**src/design/gas_log_consts.vh**
```
// Constants for the gas log report streamer: register map, fields,
// characters, limits and timing. Assumes a 125 MHz system clock.
`ifndef GAS_LOG_CONSTS_VH
`define GAS_LOG_CONSTS_VH
// Register byte offsets
`define A_CTRL 8'h00
`define A_DELAY 8'h04
`define A_SPAN 8'h08
`define A_STAT 8'h0c
`define A_GRAPH 8'h10
`define A_CURSOR 8'h14
`define A_CINFO 8'h18
`define A_CTIME 8'h1c
`define A_RANGE 8'h20
`define A_FROZEN 8'h24
// Field positions, reset values and limits
`define F_START 0
`define F_CRLF 1
`define F_HDX 2
`define F_WID 8
`define F_KEYUP 1
`define F_KEYDN 2
`define WID_RST 5'd4
`define WID_MAX 5'd30
`define RANGE_RST 16'h0064
`define DLY_MAX_MS 14'd10000
// Characters
`define CH_TAB 8'h09
`define CH_CR 8'h0d
`define CH_LF 8'h0a
`define CH_XOFF 8'h13
`define CH_XON 8'h11
`define CH_DASH 8'h2d
`define CH_F 8'h46
`define CH_COLON 8'h3a
`define CH_ZERO 8'h30
// Reading limits, scale and day length
`define CLAMP_LO 16'hfc19
`define CLAMP_HI 16'h270f
`define PCT_SCALE 20'd100
`define PCT_MAX 7'd127
`define MIN_PER_DAY 11'd1440
// Timing
`define CLK_NS 8
`define MS_NS 1000000
`define MS_CYCLES (`MS_NS / `CLK_NS)
`define BLINK_MS 500
`define BLINK_CYCLES (`BLINK_MS * `MS_CYCLES)
`endif

```
**src/design/gas_log_report_streamer.v**
```verilog
// Report streamer: formats logged gas samples into ASCII lines, paces
// them with XON/XOFF, and runs the graph cursor. AXI4-Lite registers.
// Assumes a serial transmitter with valid/ready and a log with read ack.
//
// The AXI4-Lite register port and the address map were chosen for this implementation.
`timescale 1ns/1ps
`default_nettype none
`include "gas_log_consts.vh"
module gas_log_report_streamer #(
  parameter MS_CYCLES = `MS_CYCLES,
  parameter BLINK_CYCLES = `BLINK_CYCLES
) (
  input wire CLK_I, // System clock
  input wire RESET_I, // Sync reset, high
  input wire [7:0] S_AXI_AWADDR_I, // Write address
  input wire S_AXI_AWVALID_I, // Write address valid
  output reg S_AXI_AWREADY_O, // Write address ready
  input wire [31:0] S_AXI_WDATA_I, // Write data
  input wire [3:0] S_AXI_WSTRB_I, // Byte strobes
  input wire S_AXI_WVALID_I, // Write data valid
  output reg S_AXI_WREADY_O, // Write data ready
  output reg [1:0] S_AXI_BRESP_O, // Write response
  output reg S_AXI_BVALID_O, // Write response valid
  input wire S_AXI_BREADY_I, // Write response ready
  input wire [7:0] S_AXI_ARADDR_I, // Read address
  input wire S_AXI_ARVALID_I, // Read address valid
  output reg S_AXI_ARREADY_O, // Read address ready
  output reg [31:0] S_AXI_RDATA_O, // Read data
  output reg [1:0] S_AXI_RRESP_O, // Read response
  output reg S_AXI_RVALID_O, // Read data valid
  input wire S_AXI_RREADY_I, // Read data ready
  output reg [7:0] TX_DATA_O, // Character to send
  output reg TX_VALID_O, // Character offered
  input wire TX_READY_I, // Transmitter takes character
  input wire TX_BUSY_I, // Transmitter shifting
  input wire [7:0] RX_DATA_I, // Received character
  input wire RX_VALID_I, // Received strobe
  output reg LOG_RD_O, // Log read pulse
  output reg [23:0] LOG_ADDR_O, // Sample number
  input wire LOG_ACK_I, // Log data valid
  input wire [15:0] LOG_DATA_I, // Signed reading
  input wire LOG_LOGGED_I, // Slot holds a sample
  input wire LOG_TROUBLE_I, // Trouble alarm at sample
  input wire LOG_EMPTY_I, // Log holds no record
  input wire [23:0] LOG_NEWEST_I, // Newest sample number
  input wire [5:0] SAMPLE_MIN_I, // Sampling interval, minutes
  input wire PROTO_ASCII_I, // Serial protocol is ASCII
  output reg PRINT_BLINK_O, // Blinking printing lamp
  output reg PRINT_EXC_O // Print refused
);
  localparam P_IDLE = 3'd0;
  localparam P_STAMP = 3'd1;
  localparam P_FETCH = 3'd2;
  localparam P_WAITL = 3'd3;
  localparam P_SEND = 3'd4;
  localparam P_EOL = 3'd5;
  localparam P_DLY = 3'd6;

  // ---------------------------------------------------------------
  // Functions
  // ---------------------------------------------------------------
  // ASCII digit of m at decimal position p
  function [7:0] dig(input [16:0] m, input [2:0] p);
    reg [16:0] q;
    begin
      case (p)
        3'd0: q = m;
        3'd1: q = m / 17'd10;
        3'd2: q = m / 17'd100;
        3'd3: q = m / 17'd1000;
        default: q = m / 17'd10000;
      endcase
      q = q % 17'd10;
      dig = `CH_ZERO + q[7:0];
    end
  endfunction

  // Samples per day for an interval
  function [10:0] spd(input [5:0] iv);
    begin
      spd = `MIN_PER_DAY / {5'h0, iv};
    end
  endfunction

  function [15:0] clampv(input [15:0] v);
    begin
      if ($signed(v) < $signed(`CLAMP_LO)) clampv = `CLAMP_LO;
      else if ($signed(v) > $signed(`CLAMP_HI)) clampv = `CLAMP_HI;
      else clampv = v;
    end
  endfunction

  // Reading field: length and bytes, TAB first
  function [51:0] fld(input [15:0] v, input lg, input tr);
    reg [47:0] s;
    reg [15:0] ng;
    reg [13:0] m;
    reg [2:0] nd;
    reg [2:0] k;
    integer i;
    begin
      s = {40'h0, `CH_TAB};
      k = 3'd1;
      nd = 3'd4;
      m = 14'h0;
      ng = 16'h0 - v;
      if (!lg) begin
        s[39:8] = {4{`CH_DASH}};
      end else if (tr) begin
        s[39:8] = {4{`CH_F}};
      end else begin
        if (v[15]) begin
          s[15:8] = `CH_DASH;
          k = 3'd2;
          m = ng[13:0];
        end else begin
          m = v[13:0];
        end
        nd = (m >= 14'd1000) ? 3'd4 : (m >= 14'd100) ? 3'd3 :
             (m >= 14'd10) ? 3'd2 : 3'd1;
        for (i = 0; i < 4; i = i + 1) begin
          if (i < nd) s[8*(k+i) +: 8] = dig({3'h0, m}, nd - 3'd1 - i[2:0]);
        end
      end
      fld = {1'b0, k + nd, s};
    end
  endfunction

  // ---------------------------------------------------------------
  // State
  // ---------------------------------------------------------------
  reg aw_got, w_got, go_req, key_up, key_dn, cur_wr;
  reg [7:0] waddr;
  reg [31:0] wdata;
  reg [3:0] wstrb;
  reg crlf, hdx, graph_on, g_prev, chosen, paused, log_pend, log_gr;
  reg g_req_t, g_done_t, rep_done, c_lg, c_tr;
  reg [4:0] width, col;
  reg [13:0] dly_ms, ms_left;
  reg [15:0] first, days, range, day, day_end, c_val;
  reg [23:0] cursor, frozen, sn;
  reg [2:0] pst, pa;
  reg [95:0] fb;
  reg [3:0] flen, fidx;
  reg [10:0] mins;
  reg [6:0] c_pct;
  reg [31:0] ms_cnt, bl_cnt;
  wire printing = (pst != P_IDLE);
  wire [5:0] ival = (SAMPLE_MIN_I == 6'h0) ? 6'h1 : SAMPLE_MIN_I;
  wire [10:0] per_day = spd(ival);
  wire [23:0] c_slot = cursor % {13'h0, per_day};
  wire [23:0] c_dayw = cursor / {13'h0, per_day};
  wire [15:0] c_day = c_dayw[15:0];
  wire [29:0] c_minw = c_slot * {24'h0, ival};
  wire [10:0] c_min = c_minw[10:0];
  // Register read value with hit flag
  function [32:0] reg_word(input [7:0] a);
    begin
      if (a == `A_CTRL) reg_word = {1'b1, 19'h0, width, 5'h0, hdx, crlf, 1'b0};
      else if (a == `A_DELAY) reg_word = {1'b1, 18'h0, dly_ms};
      else if (a == `A_SPAN) reg_word = {1'b1, days, first};
      else if (a == `A_STAT) reg_word = {1'b1, 28'h0, graph_on, PRINT_EXC_O, paused, printing};
      else if (a == `A_GRAPH) reg_word = {1'b1, 31'h0, graph_on};
      else if (a == `A_CURSOR) reg_word = {1'b1, 8'h0, cursor};
      else if (a == `A_CINFO) reg_word = {1'b1, 1'b0, c_pct, 6'h0, c_tr, c_lg, c_val};
      else if (a == `A_CTIME) reg_word = {1'b1, 5'h0, c_min, c_day};
      else if (a == `A_RANGE) reg_word = {1'b1, 16'h0, range};
      else if (a == `A_FROZEN) reg_word = {1'b1, 8'h0, frozen};
      else reg_word = 33'h0;
    end
  endfunction
  wire [32:0] wr_cur = reg_word(waddr);
  wire [31:0] mask = {{8{wstrb[3]}}, {8{wstrb[2]}}, {8{wstrb[1]}}, {8{wstrb[0]}}};
  wire [31:0] wm = (wr_cur[31:0] & ~mask) | (wdata & mask);
  wire [32:0] rd_cur = reg_word(S_AXI_ARADDR_I);
  wire [11:0] mins_nx = {1'b0, mins} + {6'h0, ival};
  wire wrap = (mins_nx >= {1'b0, `MIN_PER_DAY});
  wire [15:0] fv = clampv(LOG_DATA_I);
  wire [51:0] fr = fld(fv, LOG_LOGGED_I, LOG_TROUBLE_I);
  wire [19:0] pct_w = ({4'h0, fv} * `PCT_SCALE) / {4'h0, range};
  wire [39:0] frst = {13'h0, per_day} * {24'h0, first};

  // ---------------------------------------------------------------
  // AXI4-Lite slave and registers
  // ---------------------------------------------------------------
  // Address and data taken in either order; answer after both
  always @(posedge CLK_I) begin
    if (RESET_I) begin
      S_AXI_AWREADY_O <= 1'b0;
      S_AXI_WREADY_O <= 1'b0;
      S_AXI_BVALID_O <= 1'b0;
      S_AXI_BRESP_O <= 2'b00;
      S_AXI_ARREADY_O <= 1'b0;
      S_AXI_RVALID_O <= 1'b0;
      S_AXI_RRESP_O <= 2'b00;
      S_AXI_RDATA_O <= 32'h0;
      aw_got <= 1'b0;
      w_got <= 1'b0;
      waddr <= 8'h0;
      wdata <= 32'h0;
      wstrb <= 4'h0;
      go_req <= 1'b0;
      key_up <= 1'b0;
      key_dn <= 1'b0;
      cur_wr <= 1'b0;
      crlf <= 1'b0;
      hdx <= 1'b0;
      width <= `WID_RST;
      dly_ms <= 14'h0;
      first <= 16'h0;
      days <= 16'h1;
      range <= `RANGE_RST;
      graph_on <= 1'b0;
    end else begin
      go_req <= 1'b0;
      key_up <= 1'b0;
      key_dn <= 1'b0;
      cur_wr <= 1'b0;
      S_AXI_AWREADY_O <= S_AXI_AWVALID_I & ~S_AXI_AWREADY_O & ~aw_got & ~S_AXI_BVALID_O;
      S_AXI_WREADY_O <= S_AXI_WVALID_I & ~S_AXI_WREADY_O & ~w_got & ~S_AXI_BVALID_O;
      if (S_AXI_AWVALID_I & S_AXI_AWREADY_O) begin
        aw_got <= 1'b1;
        waddr <= S_AXI_AWADDR_I;
      end
      if (S_AXI_WVALID_I & S_AXI_WREADY_O) begin
        w_got <= 1'b1;
        wdata <= S_AXI_WDATA_I;
        wstrb <= S_AXI_WSTRB_I;
      end
      if (aw_got & w_got) begin
        aw_got <= 1'b0;
        w_got <= 1'b0;
        S_AXI_BVALID_O <= 1'b1;
        S_AXI_BRESP_O <= wr_cur[32] ? 2'b00 : 2'b10;
        if (waddr == `A_CTRL) begin
          crlf <= wm[`F_CRLF];
          hdx <= wm[`F_HDX];
          go_req <= wm[`F_START];
          if (wm[`F_WID +: 5] == 5'h0) width <= 5'd1;
          else if (wm[`F_WID +: 5] > `WID_MAX) width <= `WID_MAX;
          else width <= wm[`F_WID +: 5];
        end else if (waddr == `A_DELAY) begin
          dly_ms <= (wm[13:0] > `DLY_MAX_MS || wm[31:14] != 18'h0) ? `DLY_MAX_MS : wm[13:0];
        end else if (waddr == `A_SPAN) begin
          first <= wm[15:0];
          days <= wm[31:16];
        end else if (waddr == `A_GRAPH) begin
          graph_on <= wm[0];
          key_up <= wm[`F_KEYUP];
          key_dn <= wm[`F_KEYDN];
        end else if (waddr == `A_CURSOR) begin
          cur_wr <= 1'b1;
        end else if (waddr == `A_RANGE) begin
          range <= wm[15:0];
        end
      end else if (S_AXI_BVALID_O & S_AXI_BREADY_I) begin
        S_AXI_BVALID_O <= 1'b0;
      end
      S_AXI_ARREADY_O <= S_AXI_ARVALID_I & ~S_AXI_ARREADY_O & ~S_AXI_RVALID_O;
      if (S_AXI_ARVALID_I & S_AXI_ARREADY_O) begin
        S_AXI_RVALID_O <= 1'b1;
        S_AXI_RDATA_O <= rd_cur[31:0];
        S_AXI_RRESP_O <= rd_cur[32] ? 2'b00 : 2'b10;
      end else if (S_AXI_RVALID_O & S_AXI_RREADY_I) begin
        S_AXI_RVALID_O <= 1'b0;
      end
    end
  end

  // ---------------------------------------------------------------
  // Graph cursor
  // ---------------------------------------------------------------
  // Each cursor change toggles a refresh request to the log port
  always @(posedge CLK_I) begin
    if (RESET_I) begin
      g_prev <= 1'b0;
      cursor <= 24'h0;
      frozen <= 24'h0;
      chosen <= 1'b0;
      g_req_t <= 1'b0;
    end else begin
      g_prev <= graph_on;
      if (cur_wr) begin
        cursor <= wdata[23:0];
        chosen <= 1'b1;
        g_req_t <= ~g_req_t;
      end else if (graph_on & ~g_prev) begin
        frozen <= LOG_NEWEST_I;
        if (!chosen) cursor <= LOG_NEWEST_I;
        g_req_t <= ~g_req_t;
      end else if (graph_on & key_up & (cursor != 24'h0)) begin
        cursor <= cursor - 24'h1;
        chosen <= 1'b1;
        g_req_t <= ~g_req_t;
      end else if (graph_on & key_dn & (cursor < frozen)) begin
        cursor <= cursor + 24'h1;
        chosen <= 1'b1;
        g_req_t <= ~g_req_t;
      end
    end
  end

  // ---------------------------------------------------------------
  // Report engine, log port and flow control
  // ---------------------------------------------------------------
  always @(posedge CLK_I) begin
    if (RESET_I) begin
      pst <= P_IDLE;
      pa <= P_IDLE;
      fb <= 96'h0;
      flen <= 4'h0;
      fidx <= 4'h0;
      day <= 16'h0;
      day_end <= 16'h0;
      mins <= 11'h0;
      sn <= 24'h0;
      col <= 5'h0;
      rep_done <= 1'b0;
      ms_cnt <= 32'h0;
      ms_left <= 14'h0;
      paused <= 1'b0;
      TX_DATA_O <= 8'h0;
      TX_VALID_O <= 1'b0;
      LOG_RD_O <= 1'b0;
      LOG_ADDR_O <= 24'h0;
      log_pend <= 1'b0;
      log_gr <= 1'b0;
      g_done_t <= 1'b0;
      c_val <= 16'h0;
      c_lg <= 1'b0;
      c_tr <= 1'b0;
      c_pct <= 7'h0;
      PRINT_EXC_O <= 1'b0;
    end else begin
      LOG_RD_O <= 1'b0;
      // receive ignored while half duplex line transmits
      if (RX_VALID_I & printing & ~(hdx & TX_BUSY_I)) begin
        if (RX_DATA_I == `CH_XOFF) paused <= 1'b1;
        // XON resumes at the next character
        else if (RX_DATA_I == `CH_XON) paused <= 1'b0;
      end
      case (pst)
        P_IDLE: begin
          if (go_req) begin
            if (LOG_EMPTY_I | ~PROTO_ASCII_I) begin
              PRINT_EXC_O <= 1'b1;
            end else begin
              PRINT_EXC_O <= 1'b0;
              // begin at midnight of start day
              day <= first;
              day_end <= first + days;
              mins <= 11'h0;
              sn <= frst[23:0];
              col <= 5'h0;
              paused <= 1'b0;
              pst <= (days == 16'h0) ? P_IDLE : P_STAMP;
            end
          end
        end
        P_STAMP: begin
          // date then time lead the line
          fb <= {8'h0, dig({6'h0, mins % 11'd60}, 3'd0), dig({6'h0, mins % 11'd60}, 3'd1),
                 `CH_COLON, dig({6'h0, mins / 11'd60}, 3'd0), dig({6'h0, mins / 11'd60}, 3'd1),
                 `CH_TAB, dig({1'b0, day}, 3'd0), dig({1'b0, day}, 3'd1),
                 dig({1'b0, day}, 3'd2), dig({1'b0, day}, 3'd3), dig({1'b0, day}, 3'd4)};
          flen <= 4'd11;
          fidx <= 4'h0;
          pa <= P_FETCH;
          pst <= P_SEND;
        end
        P_SEND: begin
          // offered character completes; pause only between characters
          if (TX_VALID_O) begin
            if (TX_READY_I) TX_VALID_O <= 1'b0;
          end else if (fidx == flen) begin
            pst <= pa;
          end else if (!paused) begin
            TX_DATA_O <= fb[8*fidx +: 8];
            TX_VALID_O <= 1'b1;
            fidx <= fidx + 4'h1;
          end
        end
        P_EOL: begin
          fb <= {80'h0, `CH_LF, `CH_CR};
          flen <= crlf ? 4'd2 : 4'd1;
          fidx <= 4'h0;
          pa <= rep_done ? P_IDLE : ((dly_ms == 14'h0) ? P_STAMP : P_DLY);
          ms_left <= dly_ms;
          ms_cnt <= 32'h0;
          pst <= P_SEND;
        end
        P_DLY: begin
          if (ms_cnt == MS_CYCLES - 1) begin
            ms_cnt <= 32'h0;
            ms_left <= ms_left - 14'h1;
            if (ms_left == 14'h1) pst <= P_STAMP;
          end else begin
            ms_cnt <= ms_cnt + 32'h1;
          end
        end
        default: ;
      endcase
      // Log port: report fetches first, cursor refresh when idle
      if (!log_pend) begin
        if (pst == P_FETCH) begin
          LOG_ADDR_O <= sn;
          LOG_RD_O <= 1'b1;
          log_pend <= 1'b1;
          log_gr <= 1'b0;
          pst <= P_WAITL;
        end else if (pst == P_IDLE && g_req_t != g_done_t) begin
          LOG_ADDR_O <= cursor;
          LOG_RD_O <= 1'b1;
          log_pend <= 1'b1;
          log_gr <= 1'b1;
          g_done_t <= g_req_t;
        end
      end else if (LOG_ACK_I) begin
        log_pend <= 1'b0;
        if (log_gr) begin
          c_val <= fv;
          c_lg <= LOG_LOGGED_I;
          c_tr <= LOG_TROUBLE_I;
          // bar height in percent of range
          if (fv[15] || range == 16'h0) c_pct <= 7'h0;
          else if (pct_w > {13'h0, `PCT_MAX}) c_pct <= `PCT_MAX;
          else c_pct <= pct_w[6:0];
        end else begin
          fb <= {48'h0, fr[47:0]};
          flen <= fr[51:48];
          fidx <= 4'h0;
          // next reading one interval later, across lines
          sn <= sn + 24'h1;
          mins <= wrap ? mins_nx[10:0] - `MIN_PER_DAY : mins_nx[10:0];
          if (wrap) day <= day + 16'h1;
          rep_done <= wrap & (day + 16'h1 == day_end);
          col <= ((col + 5'h1 == width) | (wrap & (day + 16'h1 == day_end))) ? 5'h0 : col + 5'h1;
          pa <= ((col + 5'h1 == width) | (wrap & (day + 16'h1 == day_end))) ? P_EOL : P_FETCH;
          pst <= P_SEND;
        end
      end
    end
  end

  // ---------------------------------------------------------------
  // Printing lamp
  // ---------------------------------------------------------------
  // blink until last character is sent
  always @(posedge CLK_I) begin
    if (RESET_I) begin
      bl_cnt <= 32'h0;
      PRINT_BLINK_O <= 1'b0;
    end else if (!printing) begin
      bl_cnt <= 32'h0;
      PRINT_BLINK_O <= 1'b0;
    end else if (bl_cnt == BLINK_CYCLES - 1) begin
      bl_cnt <= 32'h0;
      PRINT_BLINK_O <= ~PRINT_BLINK_O;
    end else begin
      bl_cnt <= bl_cnt + 32'h1;
    end
  end
endmodule // gas_log_report_streamer
`default_nettype wire

```
**config.mk**
```make
export PLATFORM = sky130hd
export DESIGN_NAME = gas_log_report_streamer
export DESIGN_NICKNAME = d
export VERILOG_FILES = /design/src/design/gas_log_report_streamer.v
export VERILOG_INCLUDE_DIRS = /design/src /design/src/design
export SDC_FILE = /design/constraint.sdc
export NUM_CORES = 2
export LEC_CHECK = 0
export ABC_CLOCK_PERIOD_IN_PS = 120700
export BUFFER_PORTS_ARGS = -buffer_cell sky130_fd_sc_hd__buf_2
export CAP_MARGIN = 20
export CORE_MARGIN = 5
export CORE_UTILIZATION = 30
export DETAILED_ROUTE_END_ITERATION = 8
export GPL_ROUTABILITY_DRIVEN = 0
export PLACE_DENSITY = 0.48
export SLEW_MARGIN = 10
export SYNTH_ARGS = -nofsm -noshare
export SYNTH_HDL_FRONTEND = slang
export SYNTH_SLANG_ARGS = --single-unit
```
**constraint.sdc**
```tcl
create_clock -name CLK_I -period 120.7 [get_ports CLK_I]
set_clock_uncertainty 0.15 [all_clocks]
set_input_delay 12.07 -clock CLK_I [delete_from_list [all_inputs] [get_ports CLK_I]]
set_output_delay 12.07 -clock CLK_I [all_outputs]
set_load 0.005 [all_outputs]
```
==> qor.txt <==
status: finished clean
DR pass1 iterations: 7
Skew-Pair Late Insertion Delay: 0.71 ns
hold_sp: first[14]
worst hold stages: 2
Synth Flop Type: dfxtp_1
wire length per cell: 22.5 µm
area added between synthesis and finish: 9.64%
CP Capture Type: register
Remaining Overflow, GRT: 0
post-cts hold buffer count: 0
setup_tns: 0 ns
via count: 75400
count leader, synth: nor2_1
Hold Crit Endpoint: first[14]
RSZ-0062 raised after global routing: false
global-route wire length before repair: 445 mm
syn avg cell area: 7.27 µm²
Worst-Margin Slew: 1.16 ns
Post-Syn Area: 0.0725 mm²
most frequent cells after synthesis: nor2_1 (1095), nand2_1 (1073), a21oi_1 (804)
clock net sink count: 536
Post-Route WL: 297 mm
slowest CP cell: or4_1
die area: 0.251 mm²
Final Max Slew Viols: 0
worst rel slew slack: 22.9%
critical path class: input port to register
R2R setup slack: 50.37 ns
FFs w/ async S/R, synth: 0%
synth warn: 0
worst-case reg-to-reg path depth: 298
Max Root-Sink Buffers: 3
CP delay by family, top: compound AO/OA/AOI/OAI gates
Cell Rows: 180
Num CTS Buffers: 61
pin count of the biggest net entering global routing: 197
H-tree depth: 2
Core Footprint: 0.241 mm²
Gates resized, CTS repair: 0
post-synth top area share: 14.8%
most used cell, CP: o21a_1
period utilisation layout: 85.1%
worst-path fanout max: 26
initial antenna violation count: 32
PortBufs: 195
multi-input logic area: 0.0580 mm²
worst slack, placed: 18.28 ns
Critical Path RT: 121.18 ns
Reg-to-Reg End: dly_ms[0]
Post-Syn Instances: 9971
Setup crit start kind: input port
post-detailed-route via-to-cell ratio: 5.71
Synth area leader: dfxtp_1
Post-DRT Antenna Nets: 0
post-layout util: 33.0%
CTS tree: done
FF+latch count, synth: 536
top cells by area, synth: dfxtp_1 (15%), ha_1 (12%), nor2_1 (5.7%), nand2_1 (5.6%), a21oi_1 (5.6%)
layout cells sized above 1: 8.94%
final-layout fill cell count: 25800
Design Area, Final: 0.0794 mm²
IO Pins: 198
starting density of the core: 30.1%
Storage cell area: 0.0107 mm²
Arr. time, crit path: 103.17 ns
Seq/Total Area, Yosys: 14.8%
Die Width: 501 µm
Critical path buffers and inverters: 32
setup ws final: 18.01 ns
HP Class: register to register
Final Hold Fails: 0
Worst-path clk slew: 0.07 ns
Iteration-0 DRC Markers: 6127
Final setup viols: 0
Die Ht: 501 µm
vias in the first global route: 71400
Nets: 10900
CP max stage delay: 0.84 ns
minimum clock period: 102.69 ns
area of placed instances: 0.0772 mm²
DRC violations left: 0
Yosys cell types: 137
Max-Cap Viols: 0
Critical R2R Launch: cursor[20]
number of synthesized flops with an enable pin: 0
Critical Path Start: SAMPLE_MIN_I[2]
clock root cell: clkbuf_16
Total GRT Usage: 22.5%
detailed placement HPWL: 234 mm
Setup Fix Bufs, Post-CTS: 0
Peak Freq: 9.74 MHz
-- metal layers --
layer  up-vias  part of all wire, %  track usage, %
met4        18                  6.2            11.6
met5         -                0.043               0
met1     36100                   43            29.4
met2      2617                   44            36.4
met3       649                  6.3            2.94
li1      36000                    -               -
-- how the worst max path moves through the flow --
stage / endpoint / slack, ns / depth (start not counted)
floorplan: dly_ms[0] / 28.22 / 410
global placement: dly_ms[0] / 20.62 / 393
detailed placement: dly_ms[0] / 18.28 / 387
CTS: dly_ms[0] / 18.62 / 387
global route: dly_ms[0] / 11.28 / 394
finish: dly_ms[0] / 18.01 / 388
-- sequential cells by signal (all words and copies together) (netlist names), 24 cells and up --
name           cells
ms_cnt            32
fb                96
S_AXI_RDATA_O     32
sn                24
frozen            24
wdata             32
LOG_ADDR_O        24
cursor            24
bl_cnt            32
-- through the flow --
step / hold slack (ns) / std cells
global placement: 0.293 / 13100
floorplan: 0.270 / 9973
detailed placement: 0.297 / 13100
finish: 0.307 / 13200
global route: 0.333 / 13200
CTS: 0.305 / 13200
-- cell families (layout without fill, tap and decap cells) --
family | after synthesis | after routing | synth area share [%]
simple gates | 3743 | 3743 | 24.5
compound gates | 2898 | 2898 | 26.3
buf+inv | 1019 | 1036 | 5.35
flops | 536 | 536 | 14.8
fa+ha+maj | 868 | 868 | 16.6
mux | 332 | 332 | 5.45
xor+xnor | 573 | 573 | 6.98
other cells | 2 | 17 | 0.0104
-- area by class of cell --
| cell class | count | area share, % |
|---|---|---|
| clock buffer | 81 | 2.18 |
| multi-input combinational | 8418 | 73.1 |
| inverter | 521 | 2.46 |
| sequential | 536 | 13.5 |
| timing repair buffer | 402 | 3.26 |
| antenna | 13 | 0.0409 |
| clock inverter | 32 | 0.485 |
| tap | 3185 | 5.02 |
-- worst min-delay path, delay by kind of cell, from the launching register on --
family / cells / cell delay [ns]
AO/OA/AOI/OAI: 1 / 0.05
flip-flops: 1 / 0.31
AND/OR/NAND/NOR: 1 / 0.05
-- cells in the final DEF (no fill, tap or decap), types with 27 or more instances in the layout --
master	n
mux4_2	29
nand3_1	221
a21o_1	155
buf_2	194
a211oi_1	100
o211ai_1	68
and2_1	155
nor3_1	380
dfxtp_1	534
ha_1	682
nand2b_1	137
a31oi_1	95
fa_1	165
o21bai_1	52
nor4_1	74
xnor2_1	384
o21ai_0	559
mux2i_1	126
clkbuf_16	61
a21oi_1	803
o21a_1	268
a22oi_1	74
o31ai_1	137
inv_1	511
and3_1	119
or3_1	75
a311oi_1	36
o21ai_1	48
o22ai_1	50
a221oi_1	77
nand4_1	88
mux2_2	167
xor2_1	185
a22o_1	27
buf_4	199
nand2_1	1070
or2_2	43
nor2_1	1088
nor2b_1	96
Power is left out: the tool's default activity adds up to more than one toggle a clock period on the data nets, which glitch-free logic cannot reach.
